## config.mk

```make
export PLATFORM = sky130hd
export DESIGN_NAME = dps_bus_slave
export DESIGN_NICKNAME = d
export VERILOG_FILES = /design/src/hw/dps_pkg.sv /design/src/hw/dps_fifo.sv /design/src/hw/dps_bus_slave.sv
export SDC_FILE = /design/constraint.sdc
export NUM_CORES = 1
export LEC_CHECK = 0
export ABC_AREA = 0
export BUFFER_PORTS_ARGS = -buffer_cell sky130_fd_sc_hd__buf_4
export CAP_MARGIN = 20
export CORE_MARGIN = 2
export CORE_UTILIZATION = 63
export CTS_BUF_LIST = sky130_fd_sc_hd__clkbuf_4
export CTS_CLUSTER_DIAMETER = 30
export DETAILED_ROUTE_END_ITERATION = 7
export PLACE_DENSITY = 0.83
export SKIP_CTS_REPAIR_TIMING = 1
export SKIP_LAST_GASP = 1
export SLEW_MARGIN = 20
export SYNTH_ARGS = -nofsm -noshare
export SYNTH_HDL_FRONTEND = slang
export SYNTH_SLANG_ARGS = --single-unit
```

## constraint.sdc

```tcl
create_clock -name clk -period 3.9 [get_ports clk]
set_input_delay 0 -clock clk [delete_from_list [all_inputs] [get_ports clk]]
set_output_delay 0 -clock clk [all_outputs]
set_load 0.005 [all_outputs]
```

## src/hw/dps_pkg.sv

```systemverilog
package dps_pkg;

  // command-address phase
  localparam int CA_BYTES = 6;
  localparam int CA_BITS = CA_BYTES * 8;
  localparam int CA_CNT_W = 3;
  localparam int CA_READ_BIT = 47;
  localparam int CA_LINEAR_BIT = 45;
  localparam int CA_ROW_LSB = 16;
  localparam int CA_COL_W = 3;

  // array word addressing, 16-bit words
  localparam int WORD_ADDR_W = 25;
  localparam int WORD_W = 16;
  localparam int BYTE_W = 8;

  // wrapped group of 16 bytes is 8 words; each step doubles it
  localparam int WRAP_WORDS_MIN = 8;
  localparam int BURST_CNT_W = 7;

  // latency counted in bus clocks
  localparam int LAT_W = 4;
  localparam int LAT_CNT_W = LAT_W + 1;

  // internal refresh
  localparam int REFRESH_PERIOD_DEFAULT = 2000;
  localparam int REFRESH_BUSY_CYC = 4;
  localparam int REFRESH_CNT_W = 16;

  // reset values of the pin drivers
  localparam logic [7:0] DQ_RESET = 8'h00;
  localparam logic READ_WRITE_STROBE_RESET = 1'b0;

  typedef enum logic [1:0] {
    DPS_WRAP_16B,
    DPS_WRAP_32B,
    DPS_WRAP_64B,
    DPS_WRAP_128B
  } dps_wrap_t;

  typedef enum {
    DPS_IDLE,
    DPS_CA,
    DPS_LAT,
    DPS_DATA
  } dps_state_t;

  typedef struct packed {
    logic [BYTE_W-1:0] dq;
    logic read_write_strobe;
    logic cs_n;
    logic ck;
    logic rst_n;
  } dps_pins_t;

  typedef struct packed {
    logic we;
    logic [WORD_ADDR_W-1:0] addr;
    logic [WORD_W-1:0] data;
    logic [1:0] keep_n;
  } dps_mem_req_t;

endpackage

```

## src/hw/dps_fifo.sv

```systemverilog
`timescale 1ns/1ps

// shift-register buffer: the head is always slot 0, so the output is a flop
module dps_fifo #(
  parameter int WIDTH = 8,
  parameter int DEPTH = 2
) (
  // clock and reset
  input wire logic clk,
  input wire logic resetn,
  // filling side
  input wire logic in_valid,
  input wire logic [WIDTH-1:0] in_data,
  output logic in_ready,
  // draining side
  output logic out_valid,
  output logic [WIDTH-1:0] out_data,
  input wire logic out_ready
);

  logic [WIDTH-1:0] slot_q [DEPTH];
  logic [DEPTH-1:0] vld_q;
  logic push;
  logic pop;

  if (DEPTH < 2 || WIDTH < 1) begin : g_check
    $error("dps_fifo needs DEPTH >= 2 and WIDTH >= 1");
  end

  assign in_ready = ~vld_q[DEPTH-1];
  assign out_valid = vld_q[0];
  assign out_data = slot_q[0];
  assign push = in_valid & in_ready;
  assign pop = vld_q[0] & out_ready;

  always_ff @(posedge clk or negedge resetn) begin
    if (!resetn) begin
      vld_q <= '0;
    end else if (pop && !push) begin
      vld_q <= {1'b0, vld_q[DEPTH-1:1]};
    end else if (push && !pop) begin
      vld_q <= {vld_q[DEPTH-2:0], 1'b1};
    end
  end

  always_ff @(posedge clk or negedge resetn) begin
    if (!resetn) begin
      for (int i = 0; i < DEPTH; i++) begin
        slot_q[i] <= '0;
      end
    end else begin
      for (int i = 0; i < DEPTH; i++) begin
        // new word lands in the first free slot after any shift
        if (pop) begin
          if (i < DEPTH - 1 && vld_q[i+1]) begin
            slot_q[i] <= slot_q[i+1];
          end else if (push && (i == 0 || vld_q[i])) begin
            slot_q[i] <= in_data;
          end
        end else if (push && !vld_q[i] && (i == 0 || vld_q[i-1])) begin
          slot_q[i] <= in_data;
        end
      end
    end
  end

endmodule

```

## src/hw/dps_bus_slave.sv

```systemverilog
`timescale 1ns/1ps

// What this block does
// - chip select opens, six bytes, latency, data
// - two bytes per bus clock form one word
// - capture command bytes on bus clock edges
// - strobe output during command phase shows latency
// - strobe toggles with read data bytes
// - write strobe high masks byte, low writes
// - refresh runs internally, starts only while bus idle
// - dual die always uses doubled latency
// - linear burst wraps within current die
// - linear and 16 to 128 byte wraps
// - hybrid: one wrap then linear
// - strobe high in command phase doubles latency
// - wrap runs to group end, then start
// - reset pin low releases pins, back idle
module dps_bus_slave #(
  parameter bit DUAL_DIE = 1'b1,
  parameter int REFRESH_PERIOD = dps_pkg::REFRESH_PERIOD_DEFAULT,
  parameter int BUF_DEPTH = 2
) (
  // clock and reset
  input wire logic clk,
  input wire logic resetn,
  // bus pins
  input wire logic bus_clock,
  input wire logic cs_n,
  input wire logic reset_pin_n,
  input wire logic [7:0] dq_in,
  output logic [7:0] dq_out,
  output logic dq_oe,
  input wire logic read_write_strobe_in,
  output logic read_write_strobe_out,
  output logic read_write_strobe_oe,
  // configuration
  input wire logic [dps_pkg::LAT_W-1:0] cfg_latency,
  input wire dps_pkg::dps_wrap_t cfg_wrap,
  input wire logic cfg_hybrid,
  // array request stream
  output logic mem_req_valid,
  output dps_pkg::dps_mem_req_t mem_req,
  input wire logic mem_req_ready,
  // array read answers
  input wire logic mem_rsp_valid,
  input wire logic [dps_pkg::WORD_W-1:0] mem_rsp_data,
  output logic mem_rsp_ready,
  // status
  output logic refresh_active,
  output logic lost_word
);

  if (REFRESH_PERIOD <= dps_pkg::REFRESH_BUSY_CYC || REFRESH_PERIOD >= (1 << dps_pkg::REFRESH_CNT_W)) begin : g_check
    $error("REFRESH_PERIOD out of range");
  end

  localparam logic [dps_pkg::REFRESH_CNT_W-1:0] REF_LAST = dps_pkg::REFRESH_CNT_W'(REFRESH_PERIOD - 1);
  localparam logic [2:0] REF_BUSY = 3'(dps_pkg::REFRESH_BUSY_CYC);
  localparam logic [dps_pkg::CA_CNT_W-1:0] CA_LAST = dps_pkg::CA_CNT_W'(dps_pkg::CA_BYTES - 1);
  localparam int AW = dps_pkg::WORD_ADDR_W;

  // pins cross into clk with two flops; sync1 feeds only sync2
  dps_pkg::dps_pins_t sync1_q;
  dps_pkg::dps_pins_t pin_q;
  logic ck_prev_q;
  logic rise;
  logic fall;
  logic abort;

  always_ff @(posedge clk or negedge resetn) begin
    if (!resetn) begin
      sync1_q <= '{dq: 8'h00, read_write_strobe: 1'b0, cs_n: 1'b1, ck: 1'b0, rst_n: 1'b0};
      pin_q <= '{dq: 8'h00, read_write_strobe: 1'b0, cs_n: 1'b1, ck: 1'b0, rst_n: 1'b0};
      ck_prev_q <= 1'b0;
    end else begin
      sync1_q <= '{dq: dq_in, read_write_strobe: read_write_strobe_in, cs_n: cs_n, ck: bus_clock, rst_n: reset_pin_n};
      pin_q <= sync1_q;
      ck_prev_q <= pin_q.ck;
    end
  end

  // both bus clock edges carry a byte
  assign rise = pin_q.ck & ~ck_prev_q;
  assign fall = ~pin_q.ck & ck_prev_q;
  // chip select release ends any transaction reset pin forces idle
  assign abort = pin_q.cs_n | ~pin_q.rst_n;

  // refresh scheduling
  logic [dps_pkg::REFRESH_CNT_W-1:0] ref_timer_q;
  logic ref_due_q;
  logic [2:0] ref_busy_q;
  logic ref_start;
  logic need_extra;
  dps_pkg::dps_state_t state_q;

  // refresh only starts with the bus idle, so it never collides with a burst
  assign ref_start = ref_due_q && ref_busy_q == 3'h0 && state_q == dps_pkg::DPS_IDLE && pin_q.cs_n;
  // dual die never offers single latency
  assign need_extra = DUAL_DIE | ref_due_q | (ref_busy_q != 3'h0);

  always_ff @(posedge clk or negedge resetn) begin
    if (!resetn) begin
      ref_timer_q <= '0;
    end else if (ref_timer_q == REF_LAST) begin
      ref_timer_q <= '0;
    end else begin
      ref_timer_q <= ref_timer_q + 1'b1;
    end
  end

  // a new due tick wins over the clear from a refresh start
  always_ff @(posedge clk or negedge resetn) begin
    if (!resetn) begin
      ref_due_q <= 1'b0;
    end else if (ref_timer_q == REF_LAST) begin
      ref_due_q <= 1'b1;
    end else if (ref_start) begin
      ref_due_q <= 1'b0;
    end
  end

  always_ff @(posedge clk or negedge resetn) begin
    if (!resetn) begin
      ref_busy_q <= 3'h0;
      refresh_active <= 1'b0;
    end else begin
      if (ref_start) begin
        ref_busy_q <= REF_BUSY;
      end else if (ref_busy_q != 3'h0) begin
        ref_busy_q <= ref_busy_q - 1'b1;
      end
      refresh_active <= ref_start | (ref_busy_q > 3'h1);
    end
  end

  // transaction sequencing
  logic [dps_pkg::CA_BITS-1:0] ca_q;
  logic [dps_pkg::CA_BITS-1:0] ca_next;
  logic [dps_pkg::CA_CNT_W-1:0] ca_cnt_q;
  logic [dps_pkg::LAT_CNT_W-1:0] lat_cnt_q;
  logic [dps_pkg::LAT_CNT_W-1:0] lat_total;
  logic extra_q;
  logic read_q;
  logic linear_q;
  logic hybrid_q;
  logic [AW-1:0] addr_q;
  logic [AW-1:0] addr_next;
  logic [dps_pkg::BURST_CNT_W-1:0] burst_cnt_q;
  logic data_rise;
  logic data_fall;
  logic ca_done;

  assign ca_next = {ca_q[dps_pkg::CA_BITS-9:0], pin_q.dq};
  assign ca_done = state_q == dps_pkg::DPS_CA && (rise || fall) && ca_cnt_q == CA_LAST;

  // extra latency doubles the count zero is served as one
  always_comb begin
    lat_total = extra_q ? {cfg_latency, 1'b0} : {1'b0, cfg_latency};
    if (lat_total == '0) begin
      lat_total = dps_pkg::LAT_CNT_W'(1);
    end
  end

  // the edge that ends the count is the first data edge
  assign data_rise = rise && !abort && ((state_q == dps_pkg::DPS_LAT && lat_cnt_q == dps_pkg::LAT_CNT_W'(1))
                     || state_q == dps_pkg::DPS_DATA);
  assign data_fall = fall && !abort && state_q == dps_pkg::DPS_DATA;

  always_ff @(posedge clk or negedge resetn) begin
    if (!resetn) begin
      state_q <= dps_pkg::DPS_IDLE;
      ca_cnt_q <= '0;
      lat_cnt_q <= '0;
    end else if (abort) begin
      state_q <= dps_pkg::DPS_IDLE;
    end else begin
      case (state_q)
        dps_pkg::DPS_IDLE: begin
          state_q <= dps_pkg::DPS_CA;
          ca_cnt_q <= '0;
        end
        dps_pkg::DPS_CA: begin
          if (ca_done) begin
            state_q <= dps_pkg::DPS_LAT;
            lat_cnt_q <= lat_total;
          end else if (rise || fall) begin
            ca_cnt_q <= ca_cnt_q + 1'b1;
          end
        end
        dps_pkg::DPS_LAT: begin
          if (data_rise) begin
            state_q <= dps_pkg::DPS_DATA;
          end else if (rise) begin
            lat_cnt_q <= lat_cnt_q - 1'b1;
          end
        end
        dps_pkg::DPS_DATA: begin
          state_q <= dps_pkg::DPS_DATA;
        end
        default: begin
          state_q <= dps_pkg::DPS_IDLE;
        end
      endcase
    end
  end

  // command capture on each bus clock edge
  always_ff @(posedge clk or negedge resetn) begin
    if (!resetn) begin
      ca_q <= '0;
      extra_q <= 1'b0;
    end else if (state_q == dps_pkg::DPS_IDLE && !abort) begin
      extra_q <= need_extra;
    end else if (state_q == dps_pkg::DPS_CA && (rise || fall)) begin
      ca_q <= ca_next;
    end
  end

  // next word address: wrap inside the group, linear inside the die
  always_comb begin
    logic [AW-1:0] inc;
    logic [AW-1:0] grp_mask;
    logic [AW-1:0] lin;
    inc = addr_q + 1'b1;
    grp_mask = AW'((dps_pkg::WRAP_WORDS_MIN << cfg_wrap) - 1);
    lin = DUAL_DIE ? {addr_q[AW-1], inc[AW-2:0]} : inc;
    if (linear_q) begin
      addr_next = lin;
    end else if (hybrid_q && burst_cnt_q == dps_pkg::BURST_CNT_W'(grp_mask)) begin
      addr_next = (addr_q & ~grp_mask) + grp_mask + 1'b1;
      if (DUAL_DIE) begin
        addr_next[AW-1] = addr_q[AW-1];
      end
    end else begin
      addr_next = (addr_q & ~grp_mask) | (inc & grp_mask);
    end
  end

  always_ff @(posedge clk or negedge resetn) begin
    if (!resetn) begin
      read_q <= 1'b0;
      linear_q <= 1'b0;
      hybrid_q <= 1'b0;
      addr_q <= '0;
      burst_cnt_q <= '0;
    end else if (ca_done && !abort) begin
      read_q <= ca_next[dps_pkg::CA_READ_BIT];
      linear_q <= ca_next[dps_pkg::CA_LINEAR_BIT];
      hybrid_q <= cfg_hybrid;
      addr_q <= {ca_next[dps_pkg::CA_ROW_LSB +: AW - dps_pkg::CA_COL_W], ca_next[dps_pkg::CA_COL_W-1:0]};
      burst_cnt_q <= '0;
    end else if (data_fall) begin
      addr_q <= addr_next;
      burst_cnt_q <= burst_cnt_q + 1'b1;
      if (hybrid_q && addr_next != ((addr_q & ~AW'(1)) | (addr_next & AW'(1))) && !linear_q) begin
        linear_q <= burst_cnt_q == dps_pkg::BURST_CNT_W'((dps_pkg::WRAP_WORDS_MIN << cfg_wrap) - 1);
      end
    end
  end

  // write byte pairing and array requests
  logic [7:0] hi_byte_q;
  logic hi_keep_n_q;
  logic push_valid;
  logic push_ready;
  dps_pkg::dps_mem_req_t push_req;

  always_ff @(posedge clk or negedge resetn) begin
    if (!resetn) begin
      hi_byte_q <= '0;
      hi_keep_n_q <= 1'b1;
    end else if (data_rise && !read_q) begin
      hi_byte_q <= pin_q.dq;
      hi_keep_n_q <= pin_q.read_write_strobe;
    end
  end

  // reads prefetch: first word as latency starts, then one per data word
  always_comb begin
    push_valid = 1'b0;
    push_req = '{we: 1'b0, addr: addr_q, data: '0, keep_n: 2'b11};
    if (ca_done && !abort && ca_next[dps_pkg::CA_READ_BIT]) begin
      push_valid = 1'b1;
      push_req.addr = {ca_next[dps_pkg::CA_ROW_LSB +: AW - dps_pkg::CA_COL_W], ca_next[dps_pkg::CA_COL_W-1:0]};
    end else if (data_fall && read_q) begin
      push_valid = 1'b1;
      push_req.addr = addr_next;
    end else if (data_fall) begin
      push_valid = 1'b1;
      push_req.we = 1'b1;
      push_req.data = {hi_byte_q, pin_q.dq};
      push_req.keep_n = {hi_keep_n_q, pin_q.read_write_strobe};
    end
  end

  // a stalled array may fill the buffer; an overrun is flagged, never silent
  always_ff @(posedge clk or negedge resetn) begin
    if (!resetn) begin
      lost_word <= 1'b0;
    end else if (push_valid && !push_ready) begin
      lost_word <= 1'b1;
    end else if (state_q == dps_pkg::DPS_IDLE && !pin_q.cs_n) begin
      lost_word <= 1'b0;
    end
  end

  dps_fifo #(
    .WIDTH($bits(dps_pkg::dps_mem_req_t)),
    .DEPTH(BUF_DEPTH)
  ) u_req_buf (
    .clk(clk),
    .resetn(resetn),
    .in_valid(push_valid),
    .in_data(push_req),
    .in_ready(push_ready),
    .out_valid(mem_req_valid),
    .out_data(mem_req),
    .out_ready(mem_req_ready)
  );

  // read answer holding
  logic [dps_pkg::WORD_W-1:0] rd_word_q;

  always_ff @(posedge clk or negedge resetn) begin
    if (!resetn) begin
      rd_word_q <= '0;
      mem_rsp_ready <= 1'b0;
    end else begin
      mem_rsp_ready <= 1'b1;
      if (mem_rsp_valid && mem_rsp_ready) begin
        rd_word_q <= mem_rsp_data;
      end
    end
  end

  // pin drivers
  always_ff @(posedge clk or negedge resetn) begin
    if (!resetn) begin
      dq_out <= dps_pkg::DQ_RESET;
      dq_oe <= 1'b0;
      read_write_strobe_out <= dps_pkg::READ_WRITE_STROBE_RESET;
      read_write_strobe_oe <= 1'b0;
    end else if (abort) begin
      dq_oe <= 1'b0;
      read_write_strobe_oe <= 1'b0;
      read_write_strobe_out <= dps_pkg::READ_WRITE_STROBE_RESET;
    end else if (state_q == dps_pkg::DPS_IDLE) begin
      read_write_strobe_oe <= 1'b1;
      read_write_strobe_out <= need_extra;
    end else if (ca_done) begin
      // a write hands the strobe to the host for masking
      read_write_strobe_oe <= ca_next[dps_pkg::CA_READ_BIT];
      read_write_strobe_out <= 1'b0;
    end else if (read_q && data_rise) begin
      dq_oe <= 1'b1;
      dq_out <= rd_word_q[15:8];
      read_write_strobe_out <= 1'b1;
    end else if (read_q && data_fall) begin
      dq_out <= rd_word_q[7:0];
      read_write_strobe_out <= 1'b0;
    end
  end

endmodule

```

# Word-level counts from Yosys, hierarchy flattened
# Index checks and enable logic that the tools add are counted.
dict set report op_classes {
  shift 1
  bitwise_logic 19
  reduce_logical 66
  addsub 9
  eq_ne 22
  n_mux 62
  magnitude_cmp 1
}
# cell n
set ops {}
lappend ops {{2-to-1 mux 44 bit} 7}
lappend ops {{2-to-1 mux 25 bit} 6}
lappend ops {{case mux 32 bit (4 select lines)} 1}
lappend ops {{== test 32 x 2 -> 1 bit (second input constant)} 3}
lappend ops {{2-to-1 mux 32 bit} 3}
lappend ops {{== test 32 x 3 -> 1 bit (second input constant)} 2}
lappend ops {{zero test 32 bit} 2}
lappend ops {{2-to-1 mux 18 bit} 3}
lappend ops {{AND 25 bit} 2}
lappend ops {{== test 32 x 1 -> 1 bit (second input constant)} 1}
lappend ops {{logical AND 1 bit} 28}
lappend ops {{adder 25 x 1 -> 25 bit (second input constant)} 1}
lappend ops {{2-to-1 mux 5 bit} 5}
lappend ops {{!= test 25 bit} 1}
lappend ops {{inverter 25 bit} 1}
lappend ops {{OR 25 x 1 -> 25 bit} 1}
lappend ops {{OR 25 bit} 1}
lappend ops {{left shift 4 x 2 -> 25 bit (first input constant)} 1}
lappend ops {{subtractor 25 x 2 -> 25 bit (second input constant)} 1}
lappend ops {{adder 24 x 1 -> 24 bit (second input constant)} 1}
lappend ops {{adder 24 bit} 1}
lappend ops {{2-to-1 mux 1 bit} 24}
lappend ops {{nonzero test 2 bit} 12}
lappend ops {{adder 16 x 1 -> 16 bit (second input constant)} 1}
lappend ops {{other kinds (32)} 71}
dict set report totals {
  output_inout_bits 59
  wordCells 217
  reg_bits 290
}

# Longest topological paths before layout
# Gate-level depths: netlist of the first run.
dict set report logic_depth {
  word_depth 15
  mapped_depth 14
}

# Cells and area by module
# A second synthesis of the first run with hierarchy kept.
dict set report hier_totals {
  hier_cells 1454
  hier_area_um2 14028.5
}
# module seq_area_each_um2 cells_each area_per_inst_um2 instances
set by_module_without_submodules {}
lappend by_module_without_submodules {dps_bus_slave 4082.7 1001 9168.8 1}
lappend by_module_without_submodules {dps_fifo 2252.2 453 4859.7 1}

# Least setup slack after synthesis of the first run
# Ideal clock, no wire load.
dict set report synth_timing {
  path_type {reg2reg}
  start {reg pin_q[1] (netlist name)}
  end {reg u_req_buf.slot_q, in the netlist u_req_buf.out_data[28]}
  t_required_ns 3.770
  synth_period_minus_slack_ns 2.832
  t_arrival_ns 2.702
  path_slack_ns 1.068
  stages_incl_launch_ff 15
  path_cell_list {dfrtp_1 > inv_1 > ha_1 > or3b_1 > buf_2 > nor3_4 > nand2_1 > a21oi_2 > inv_2 > ha_1 > o21a_1 > clkbuf_1 > clkbuf_1 > a22oi_1 > o21ai_0}
}
dict set report synth_via {
  elab_chain_cells 12
}
# element line_no
set synth_rtl {}
lappend synth_rtl {{start, declared} dps_bus_slave.sv:64} ;# dps_pkg::dps_pins_t pin_q;
lappend synth_rtl {{start signal, assigned} dps_bus_slave.sv:73} ;# pin_q <= '{dq: 8'h00, read_write_strobe: 1'b0, cs_n: 1'b1, ck: 1'b0, rst_n: 1'b0};
lappend synth_rtl {{start signal, assigned} dps_bus_slave.sv:77} ;# pin_q <= sync1_q;
lappend synth_rtl {{parallel branches: the longest is 12 deep, another holds != test 3 x 1 -> 1 bit} n/a}
lappend synth_rtl {{end signal, assigned by index} dps_fifo.sv:56} ;# slot_q[i] <= slot_q[i+1];
lappend synth_rtl {{end signal, assigned by index} dps_fifo.sv:58} ;# slot_q[i] <= in_data;
lappend synth_rtl {{end signal, assigned by index} dps_fifo.sv:61} ;# slot_q[i] <= in_data;
lappend synth_rtl {{end, declared} dps_fifo.sv:21} ;# logic [WIDTH-1:0] slot_q [DEPTH];
# Parallel ways; which one is timed is not known. The select of a mux whose other input is x is not followed.
# A chain may end at the register's enable or synchronous reset.

# Worst setup path after layout of the first run
dict set report layout_timing {
  start {reg addr_q[3]}
  end {reg u_req_buf.slot_q[33] (netlist name)}
}
dict set report layout_via {
  elab_chain_cells 9
}
# element line_no
set layout_rtl {}
lappend layout_rtl {{start, declared} dps_bus_slave.sv:146} ;# logic [AW-1:0] addr_q;
lappend layout_rtl {{start signal, assigned} dps_bus_slave.sv:250} ;# addr_q <= {ca_next[dps_pkg::CA_ROW_LSB +: AW - dps_pkg::CA_COL_W], ca_next[dps_pkg::CA_COL_W-1:0]};
lappend layout_rtl {{start signal, assigned} dps_bus_slave.sv:253} ;# addr_q <= addr_next;
lappend layout_rtl {{AND 25 bit or adder 25 x 1 -> 25 bit (tied branches)} n/a}
lappend layout_rtl {{adder 24 bit or AND 25 bit (tied branches)} {dps_bus_slave.sv:230, dps_bus_slave.sv:235}}
lappend layout_rtl {{adder 24 x 1 -> 24 bit or OR 25 bit (tied branches)} {dps_bus_slave.sv:230, dps_bus_slave.sv:235}}
lappend layout_rtl {{2-to-1 mux 25 bit} dps_bus_slave.sv:229} ;# end else if (hybrid_q && burst_cnt_q == dps_pkg::BURST_CNT_W'(grp_mask)) begin
lappend layout_rtl {{2-to-1 mux 25 bit (*)} dps_bus_slave.sv:227} ;# if (linear_q) begin
lappend layout_rtl {{2-to-1 mux 25 bit (*)} dps_bus_slave.sv:285} ;# end else if (data_fall && read_q) begin
lappend layout_rtl {{2-to-1 mux 25 bit (*)} dps_bus_slave.sv:282} ;# if (ca_done && !abort && ca_next[dps_pkg::CA_READ_BIT]) begin
lappend layout_rtl {{2-to-1 mux 44 bit (on tied branches)} {dps_fifo.sv:60, dps_fifo.sv:57}}
lappend layout_rtl {{2-to-1 mux 44 bit (*)} dps_fifo.sv:54} ;# if (pop) begin
# Every way passes the cells marked *; elsewhere a longest branch is shown, timed or not. The select of a mux whose other input is x is not followed.

==> insert_results.sql, run 1 <==
INSERT INTO impl_metrics (metric_group, metric, value, unit) VALUES
('placement', 'total_of_buffers_placed_on_input_and_output_ports', '97', ''),
('cts', 'numCtsBuffers', '67', ''),
('global_routing', 'overflow', '0', ''),
('critical_path', 'worst-endpoint-required', '4.39', 'ns'),
('critical_path', 'worst_path_dominant_cell_family', 'compound AO/OA/AOI/OAI gates', ''),
('timing', 'timing_worst_slew_pin_value', '0.996', 'ns'),
('floorplanning', 'core_region_area', '0.0201', 'mm2'),
('synth', 'synth_commonest_cells', 'sky130_fd_sc_hd__dfrtp_1, sky130_fd_sc_hd__nand2_1, sky130_fd_sc_hd__o21ai_0, sky130_fd_sc_hd__nor2_1, sky130_fd_sc_hd__a21oi_1', ''),
('placement', 'gp_congestion', '0.935', ''),
('pwr', 'power_density', '476', 'mW/mm2'),
('run_status', 'outcome', 'finished, violations left', ''),
('cts', 'clkTransAtPathRegs', '0.08', 'ns'),
('cells_and_area', 'finish.cell_count_without_fillers', '1764', ''),
('timing', 'timing.final.ws_setup', '0.519', 'ns'),
('route', 'avgViaCountPerCell', '6.19', ''),
('synth', 'synth-seq-area-share', '49.4', '%'),
('cts', 'clk_root_buffer_cell', 'sky130_fd_sc_hd__clkbuf_4', ''),
('floorplanning', 'die_x', '147', 'um'),
('global_routing', 'grt_use_met2', '50.9', '%'),
('critical_path', 'worstSetupStartpointType', 'register', ''),
('synth', 'synth-warning-count', '0', ''),
('global_routing', 'antenna_violations_before_repair', '1', ''),
('critical_path', 'worstPathMaxFanout', '12', ''),
('global_routing', 'global_routing_usage_on_met3', '7.11', '%'),
('synth', 'synth.area.top_cells', 'sky130_fd_sc_hd__dfrtp_1, sky130_fd_sc_hd__mux2_2, sky130_fd_sc_hd__nand2_1', ''),
('route', 'routed_wirelength', '35600', 'um'),
('placement', 'postPlaceCellArea', '0.0134', 'mm2'),
('floorplanning', 'io_pins', '98', ''),
('global_routing', 'groute.layer.met1.usage', '39.1', '%'),
('synth', 'async_reset_ff_share', '100', '%'),
('critical_path', 'crit_path_start', 'addr_q[3]', ''),
('floorplanning', 'fp.dieArea', '0.0215', 'mm2'),
('critical_path', 'slowest_delay', '0.57', 'ns'),
('global_routing', 'grt_util_all_layers', '31.0', '%'),
('global_routing', 'grt_pass1_wl', '53700', 'um'),
('cells_and_area', 'design.final.nets', '1498', ''),
('cts', 'cts_tree', 'yes', ''),
('timing', 'fin_setup_tns', '0', 'ns'),
('critical_path', 'crit_path_top_delay_cell', 'sky130_fd_sc_hd__dfrtp_1', ''),
('critical_path', 'crit_end', 'u_req_buf.slot_q[33]', ''),
('job', 'cap_viol_max_count', '0', ''),
('critical_path', 'crit-reg2reg-launch', 'addr_q[3]', ''),
('timing', 'setup_viol', '0', ''),
('critical_path', 'critical_path.endpoint_type', 'register', ''),
('timing', 'hold_viol', '5', ''),
('route', 'drt_first_iter_violations', '1066', ''),
('placement', 'hpwlAfterDp', '21800', 'um'),
('critical_path', 'regToRegEndpoint', 'u_req_buf.slot_q[33]', ''),
('cells_and_area', 'fin_area', '0.0148', 'mm2'),
('timing', 'final_min_period_over_clock_period', '86.7', '%'),
('synth', 'syn-cell-area', '0.0128', 'mm2'),
('cts', 'clock_insertion_delay_worst_skew', '0.68', 'ns'),
('floorplanning', 'placement_rows', '52', ''),
('pwr', 'p_leak', '0.00669', 'uW'),
('run_status', 'failed_checks', 'negative hold slack', ''),
('critical_path', 'cp_num_buf_inv', '0', ''),
('critical_path', 'timing.critical_path.cells', 'or3_1 -> ha_1 -> nand3_1 -> nand3_1 -> nand3_1 -> a2111oi_0 -> o2bb2ai_1 -> nor2_1 -> a2bb2oi_1 -> o21ai_0', ''),
('placement', 'dp.cells', '1598', ''),
('cts', 'cts.sink_count', '253', ''),
('synth', 'synthMostInstantiatedCell', 'sky130_fd_sc_hd__dfrtp_1', ''),
('timing', 'clock-skew-final', '0.0420', 'ns'),
('floorplanning', 'start_util', '63.8', '%'),
('synth', 'synth.avg_cell_area', '9.63', 'um2'),
('hold_path', 'timing.hold.worst.class', 'input port to async pin', ''),
('critical_path', 'path_class', 'register to register', ''),
('synth', 'synth_edf_count', '0', ''),
('cells_and_area', 'drive_gt1_share', '22.4', '%'),
('synth', 'yosysUniqueCellTypes', '78', ''),
('cts', 'max-clock-path-buffers', '3', ''),
('synth', 'netlist_instances', '1333', ''),
('timing', 'worst_hold_slack', '-0.00946', 'ns');
-- final cells by class --
class	count	area [um2]
antenna	1	2.50
fill	1365	5280
clock inverter	19	164
tap	270	338
clock buffer	99	743
multi-input combinational	930	5740
timing repair buffer	174	1440
inverter	18	67.6
sequential	253	6330
-- routing by layer --
layer,vias to the layer above,wire length (um),share of wire (%)
met2,475,18100,51
met4,0,1420,4.0
met1,5372,13800,39
li1,4969,-,-
met3,104,2300,6.5
met5,-,0,0
-- flip-flops by register name, indices dropped and copies added, names as in the netlist, 2 cells and up --
signal,flops
ref_busy_q,3
u_req_buf.slot_q,44
pin_q,4
hi_byte_q,8
addr_q,25
rd_word_q,16
state_q,2
dq_out,8
ca_q,33
u_req_buf.out_data,44
ca_next,8
ref_timer_q,16
sync1_q,12
burst_cnt_q,7
ca_cnt_q,3
u_req_buf.vld_q,2
lat_cnt_q,5
-- layout by cell type (no fill, tap or decap), types with 26 or more instances in the layout --
cell / count
sky130_fd_sc_hd__a21oi_1: 70
sky130_fd_sc_hd__buf_4: 125
sky130_fd_sc_hd__clkbuf_4: 99
sky130_fd_sc_hd__dfrtp_1: 250
sky130_fd_sc_hd__dlygate4sd3_1: 47
sky130_fd_sc_hd__mux2_2: 67
sky130_fd_sc_hd__nand2_1: 180
sky130_fd_sc_hd__nand3_1: 32
sky130_fd_sc_hd__nor2_1: 109
sky130_fd_sc_hd__nor3_1: 26
sky130_fd_sc_hd__o21ai_0: 119
-- logic make-up (layout without fill, tap and decap cells) --
kind of cell / count (synthesis) / in the layout / share of synthesized area, %
multiplexers: 76 / 76 / 6.58
XOR/XNOR: 45 / 45 / 3.07
AND/OR/NAND/NOR: 454 / 454 / 17.1
flip-flops: 253 / 253 / 49.4
other: 1 / 2 / 0.0292
buffers and inverters: 150 / 310 / 6.00
AO/OA/AOI/OAI: 339 / 339 / 16.4
adder cells (fa/ha/maj): 15 / 15 / 1.46
-- worst min-delay path by stage --
stage                         from  slack (ns)         end  cells past startpoint
final                       resetn      -0.009  addr_q[13]                      2
after CTS                     cs_n       -0.59  sync1_q[2]                      1
after global placement        cs_n        0.11  sync1_q[2]                      1
after detailed placement  dq_in[5]        0.11  sync1_q[9]                      1
after global routing      dq_in[4]       0.009  sync1_q[8]                      2
after floorplan             resetn       -0.30   addr_q[0]                      0
-- report_power, final --
| group | switching, uW | internal, uW |
|---|---|---|
| combinational | 577 | 593 |
| sequential | 367 | 3010 |
| clock | 1150 | 1370 |
-- through the flow --
stage	power, uW	utilization [%]
floorplan	4110	-
global placement	4460	66.9
detailed placement	4510	66.9
CTS	6980	71.4
global route	7380	73.8
finish	7060	73.8
Note: power is estimated with default switching activity, not from simulation.
==> inputs of run 2 (changes only) <==
==> constraint.sdc (replaced) <==
create_clock -name clk -period 3.9 [get_ports clk]
set_input_delay 0.78 -clock clk [delete_from_list [all_inputs] [get_ports clk]]
set_output_delay 0.78 -clock clk [all_outputs]
set_load 0.005 [all_outputs]
==> run 2 against run 1 <==
Effect of this change:
- the run now ends clean
- cell area is 3.4% lower
- die area unchanged
- total power fell by 5.3%
==> insert_results.sql, run 2 (synthesized netlist as in run 1, its figures left out) <==
INSERT INTO impl_metrics (metric_group, metric, value, unit) VALUES
('hold_path', 'timing.hold.worst.class', 'input port to async pin', ''),
('global_routing', 'first_global_vias', '10600', ''),
('cts', 'clk_root_buffer_cell', 'sky130_fd_sc_hd__clkbuf_4', ''),
('critical_path', 'crit_path_top_delay_cell', 'sky130_fd_sc_hd__o21a_1', ''),
('timing', 'finalMaxSlewViolations', '0', ''),
('timing', 'clock-skew-final', '0.0397', 'ns'),
('timing', 'worst_slew_margin_rel', '28.0', '%'),
('cts', 'clkTransAtPathRegs', '0.07', 'ns'),
('route', 'first_pass_iters', '6', ''),
('timing', 'timing_worst_slew_pin_value', '1.07', 'ns'),
('cts', 'cts-htree-levels', '3', ''),
('timing', 'setup_viol', '0', ''),
('cts', 'clock_insertion_delay_worst_skew', '0.69', 'ns'),
('pwr', 'comb_power_share', '16.8', '%'),
('placement', 'hpwlAfterDp', '22000', 'um'),
('global_routing', 'pin_count_of_the_biggest_net_entering_global_routing', '97', ''),
('cells_and_area', 'layout.cells.most_common_list', 'sky130_fd_sc_hd__dfrtp_1, sky130_fd_sc_hd__nand2_1, sky130_fd_sc_hd__buf_4, sky130_fd_sc_hd__o21ai_0, sky130_fd_sc_hd__nor2_1', ''),
('route', 'post-route-drc-count', '0', ''),
('timing', 'fin_crit', '3.32', 'ns'),
('route', 'routed-via-count', '10500', ''),
('floorplanning', 'chipHeight', '147', 'um'),
('pwr', 'vdd.ir_drop.worst', '355', 'uV'),
('critical_path', 'path_class', 'register to register', ''),
('pwr', 'internal-power', '4700', 'uW'),
('timing', 'setup_repair_after_global_routing_missed_its_margin', 'no', ''),
('critical_path', 'worst-endpoint-arrival', '3.85', 'ns'),
('cts', 'cts.sink_count', '253', ''),
('placement', 'gp_congestion', '0.927', ''),
('run_status', 'outcome', 'finished, final reports clean', ''),
('critical_path', 'cp_num_buf_inv', '3', ''),
('global_routing', 'antenna_violations_before_repair', '1', ''),
('route', 'm1WireLength', '13400', 'um'),
('route', 'wl_met2', '16300', 'um'),
('cts', 'max-clock-path-buffers', '3', ''),
('floorplanning', 'fp.dieArea', '0.0215', 'mm2'),
('cells_and_area', 'number_of_filler_cells_placed_in_the_layout', '1495', ''),
('critical_path', 'worst-endpoint-required', '4.43', 'ns'),
('floorplanning', 'io_pins', '98', ''),
('timing', 'final_min_period_over_clock_period', '85.0', '%'),
('cells_and_area', 'seqCellArea', '0.00633', 'mm2'),
('cells_and_area', 'layout-area-overhead-vs-synth', '11.6', '%'),
('cells_and_area', 'design.final.nets', '1464', ''),
('critical_path', 'slowest_delay', '0.51', 'ns'),
('critical_path', 'worstPathMaxFanout', '32', ''),
('floorplanning', 'placement_rows', '52', ''),
('pwr', 'p_leak', '0.00649', 'uW'),
('timing', 'fin_setup_tns', '0', 'ns'),
('floorplanning', 'core_region_area', '0.0201', 'mm2'),
('critical_path', 'worst_path_dominant_cell_family', 'simple AND/OR/NAND/NOR gates', ''),
('route', 'ant_nets', '0', ''),
('cts', 'cts_tree', 'yes', ''),
('cells_and_area', 'area_of_combinational_cells_with_multiple_inputs', '0.00573', 'mm2'),
('pwr', 'p_switching', '1990', 'uW'),
('pwr', 'power_density', '467', 'mW/mm2'),
('placement', 'total_of_buffers_placed_on_input_and_output_ports', '97', ''),
('route', 'top_layer_used', 'met4', ''),
('floorplanning', 'start_util', '63.8', '%'),
('cells_and_area', 'drive_gt1_share', '23.3', '%'),
('critical_path', 'worstSetupStartpointType', 'register', ''),
('global_routing', 'overflow', '0', ''),
('critical_path', 'critical_path.endpoint_type', 'register', ''),
('route', 'avgViaCountPerCell', '6.11', ''),
('global_routing', 'grt_util_all_layers', '31.3', '%'),
('critical_path', 'timing.critical_path.cells', 'inv_1 -> ha_1 -> or3b_1 -> nor3_4 -> nand2_1 -> a21oi_2 -> inv_2 -> ha_1 -> o21a_1 -> buf_4 -> nand2_1 -> o21ai_0', ''),
('global_routing', 'grt_pass1_wl', '53700', 'um'),
('pwr', 'power.switching_fraction', '29.8', '%'),
('route', 'wl_met3', '2240', 'um'),
('timing', 'hold_viol', '0', ''),
('cells_and_area', 'layout.cells.most_common', 'sky130_fd_sc_hd__dfrtp_1', ''),
('route', 'drt-wirelength-per-cell', '19.1', 'um'),
('pwr', 'clockPowerShare', '32.9', '%'),
('route', 'drt_first_iter_violations', '1055', ''),
('timing', 'achievable-frequency', '302', 'MHz'),
('cts', 'numCtsBuffers', '68', ''),
('route', 'routed_wirelength', '32900', 'um'),
('timing', 'worst_hold_slack', '0.150', 'ns'),
('job', 'cap_viol_max_count', '0', ''),
('floorplanning', 'die_x', '147', 'um'),
('pwr', 'sequentialPowerShare', '50.3', '%');
## run 2: final timing paths
| path | startpoint | to | slack (ns) | cells past startpoint |
|---|---|---|---|---|
| setup reg to reg | pin_q[1] | u_req_buf.out_data[7] | 0.58 | 12 |
| min in group clk | reset_pin_n | sync1_q[0] | 0.20 | 1 |
| setup / recovery | pin_q[1] | u_req_buf.out_data[7] | 0.58 | 12 |
| hold / removal | resetn | ca_q[26] | 0.15 | 1 |
| max in group asynchronous | resetn | u_req_buf.out_data[2] | 2.78 | 2 |
| hold reg to reg | sync1_q[3] | pin_q[3] | 0.34 | 0 |
## run 2: cell type report
type / count / area share [%]
clock inverter: 17 / 0.533
multi-input combinational: 930 / 40.0
timing repair buffer: 139 / 7.42
antenna: 1 / 0.0175
sequential: 253 / 44.2
inverter: 18 / 0.472
clock buffer: 95 / 4.98
tap: 270 / 2.36
## run 2: routing by layer
| layer | track usage, % | up-vias |
|---|---|---|
| li1 | - | 4885 |
| met1 | 40.3 | 5175 |
| met2 | 51.6 | 404 |
| met3 | 6.68 | 69 |
| met4 | 13.4 | 0 |
| met5 | 0 | - |
## run 2: stage by stage
stage	instance area, um2	cells	setup WS [ns]	utilization, %	power [uW]
final	14300	1723	0.584	71.3	6690
after global routing	14300	1723	0.289	71.3	7050
after CTS	14300	1722	0.623	71.2	6740
after detailed placement	13500	1610	0.317	67.3	4520
after global placement	13500	1610	0.340	67.3	4460
after floorplan	12800	1333	0.507	-	4110
## run 2: power groups by stage
stage / logic (uW) / registers [uW] / clock network [uW]
after floorplan: 875 / 3240 / 0
after global routing: 1260 / 3400 / 2400
after CTS: 1140 / 3350 / 2260
after global placement: 1090 / 3370 / 0
after detailed placement: 1130 / 3390 / 0
final: 1120 / 3360 / 2200
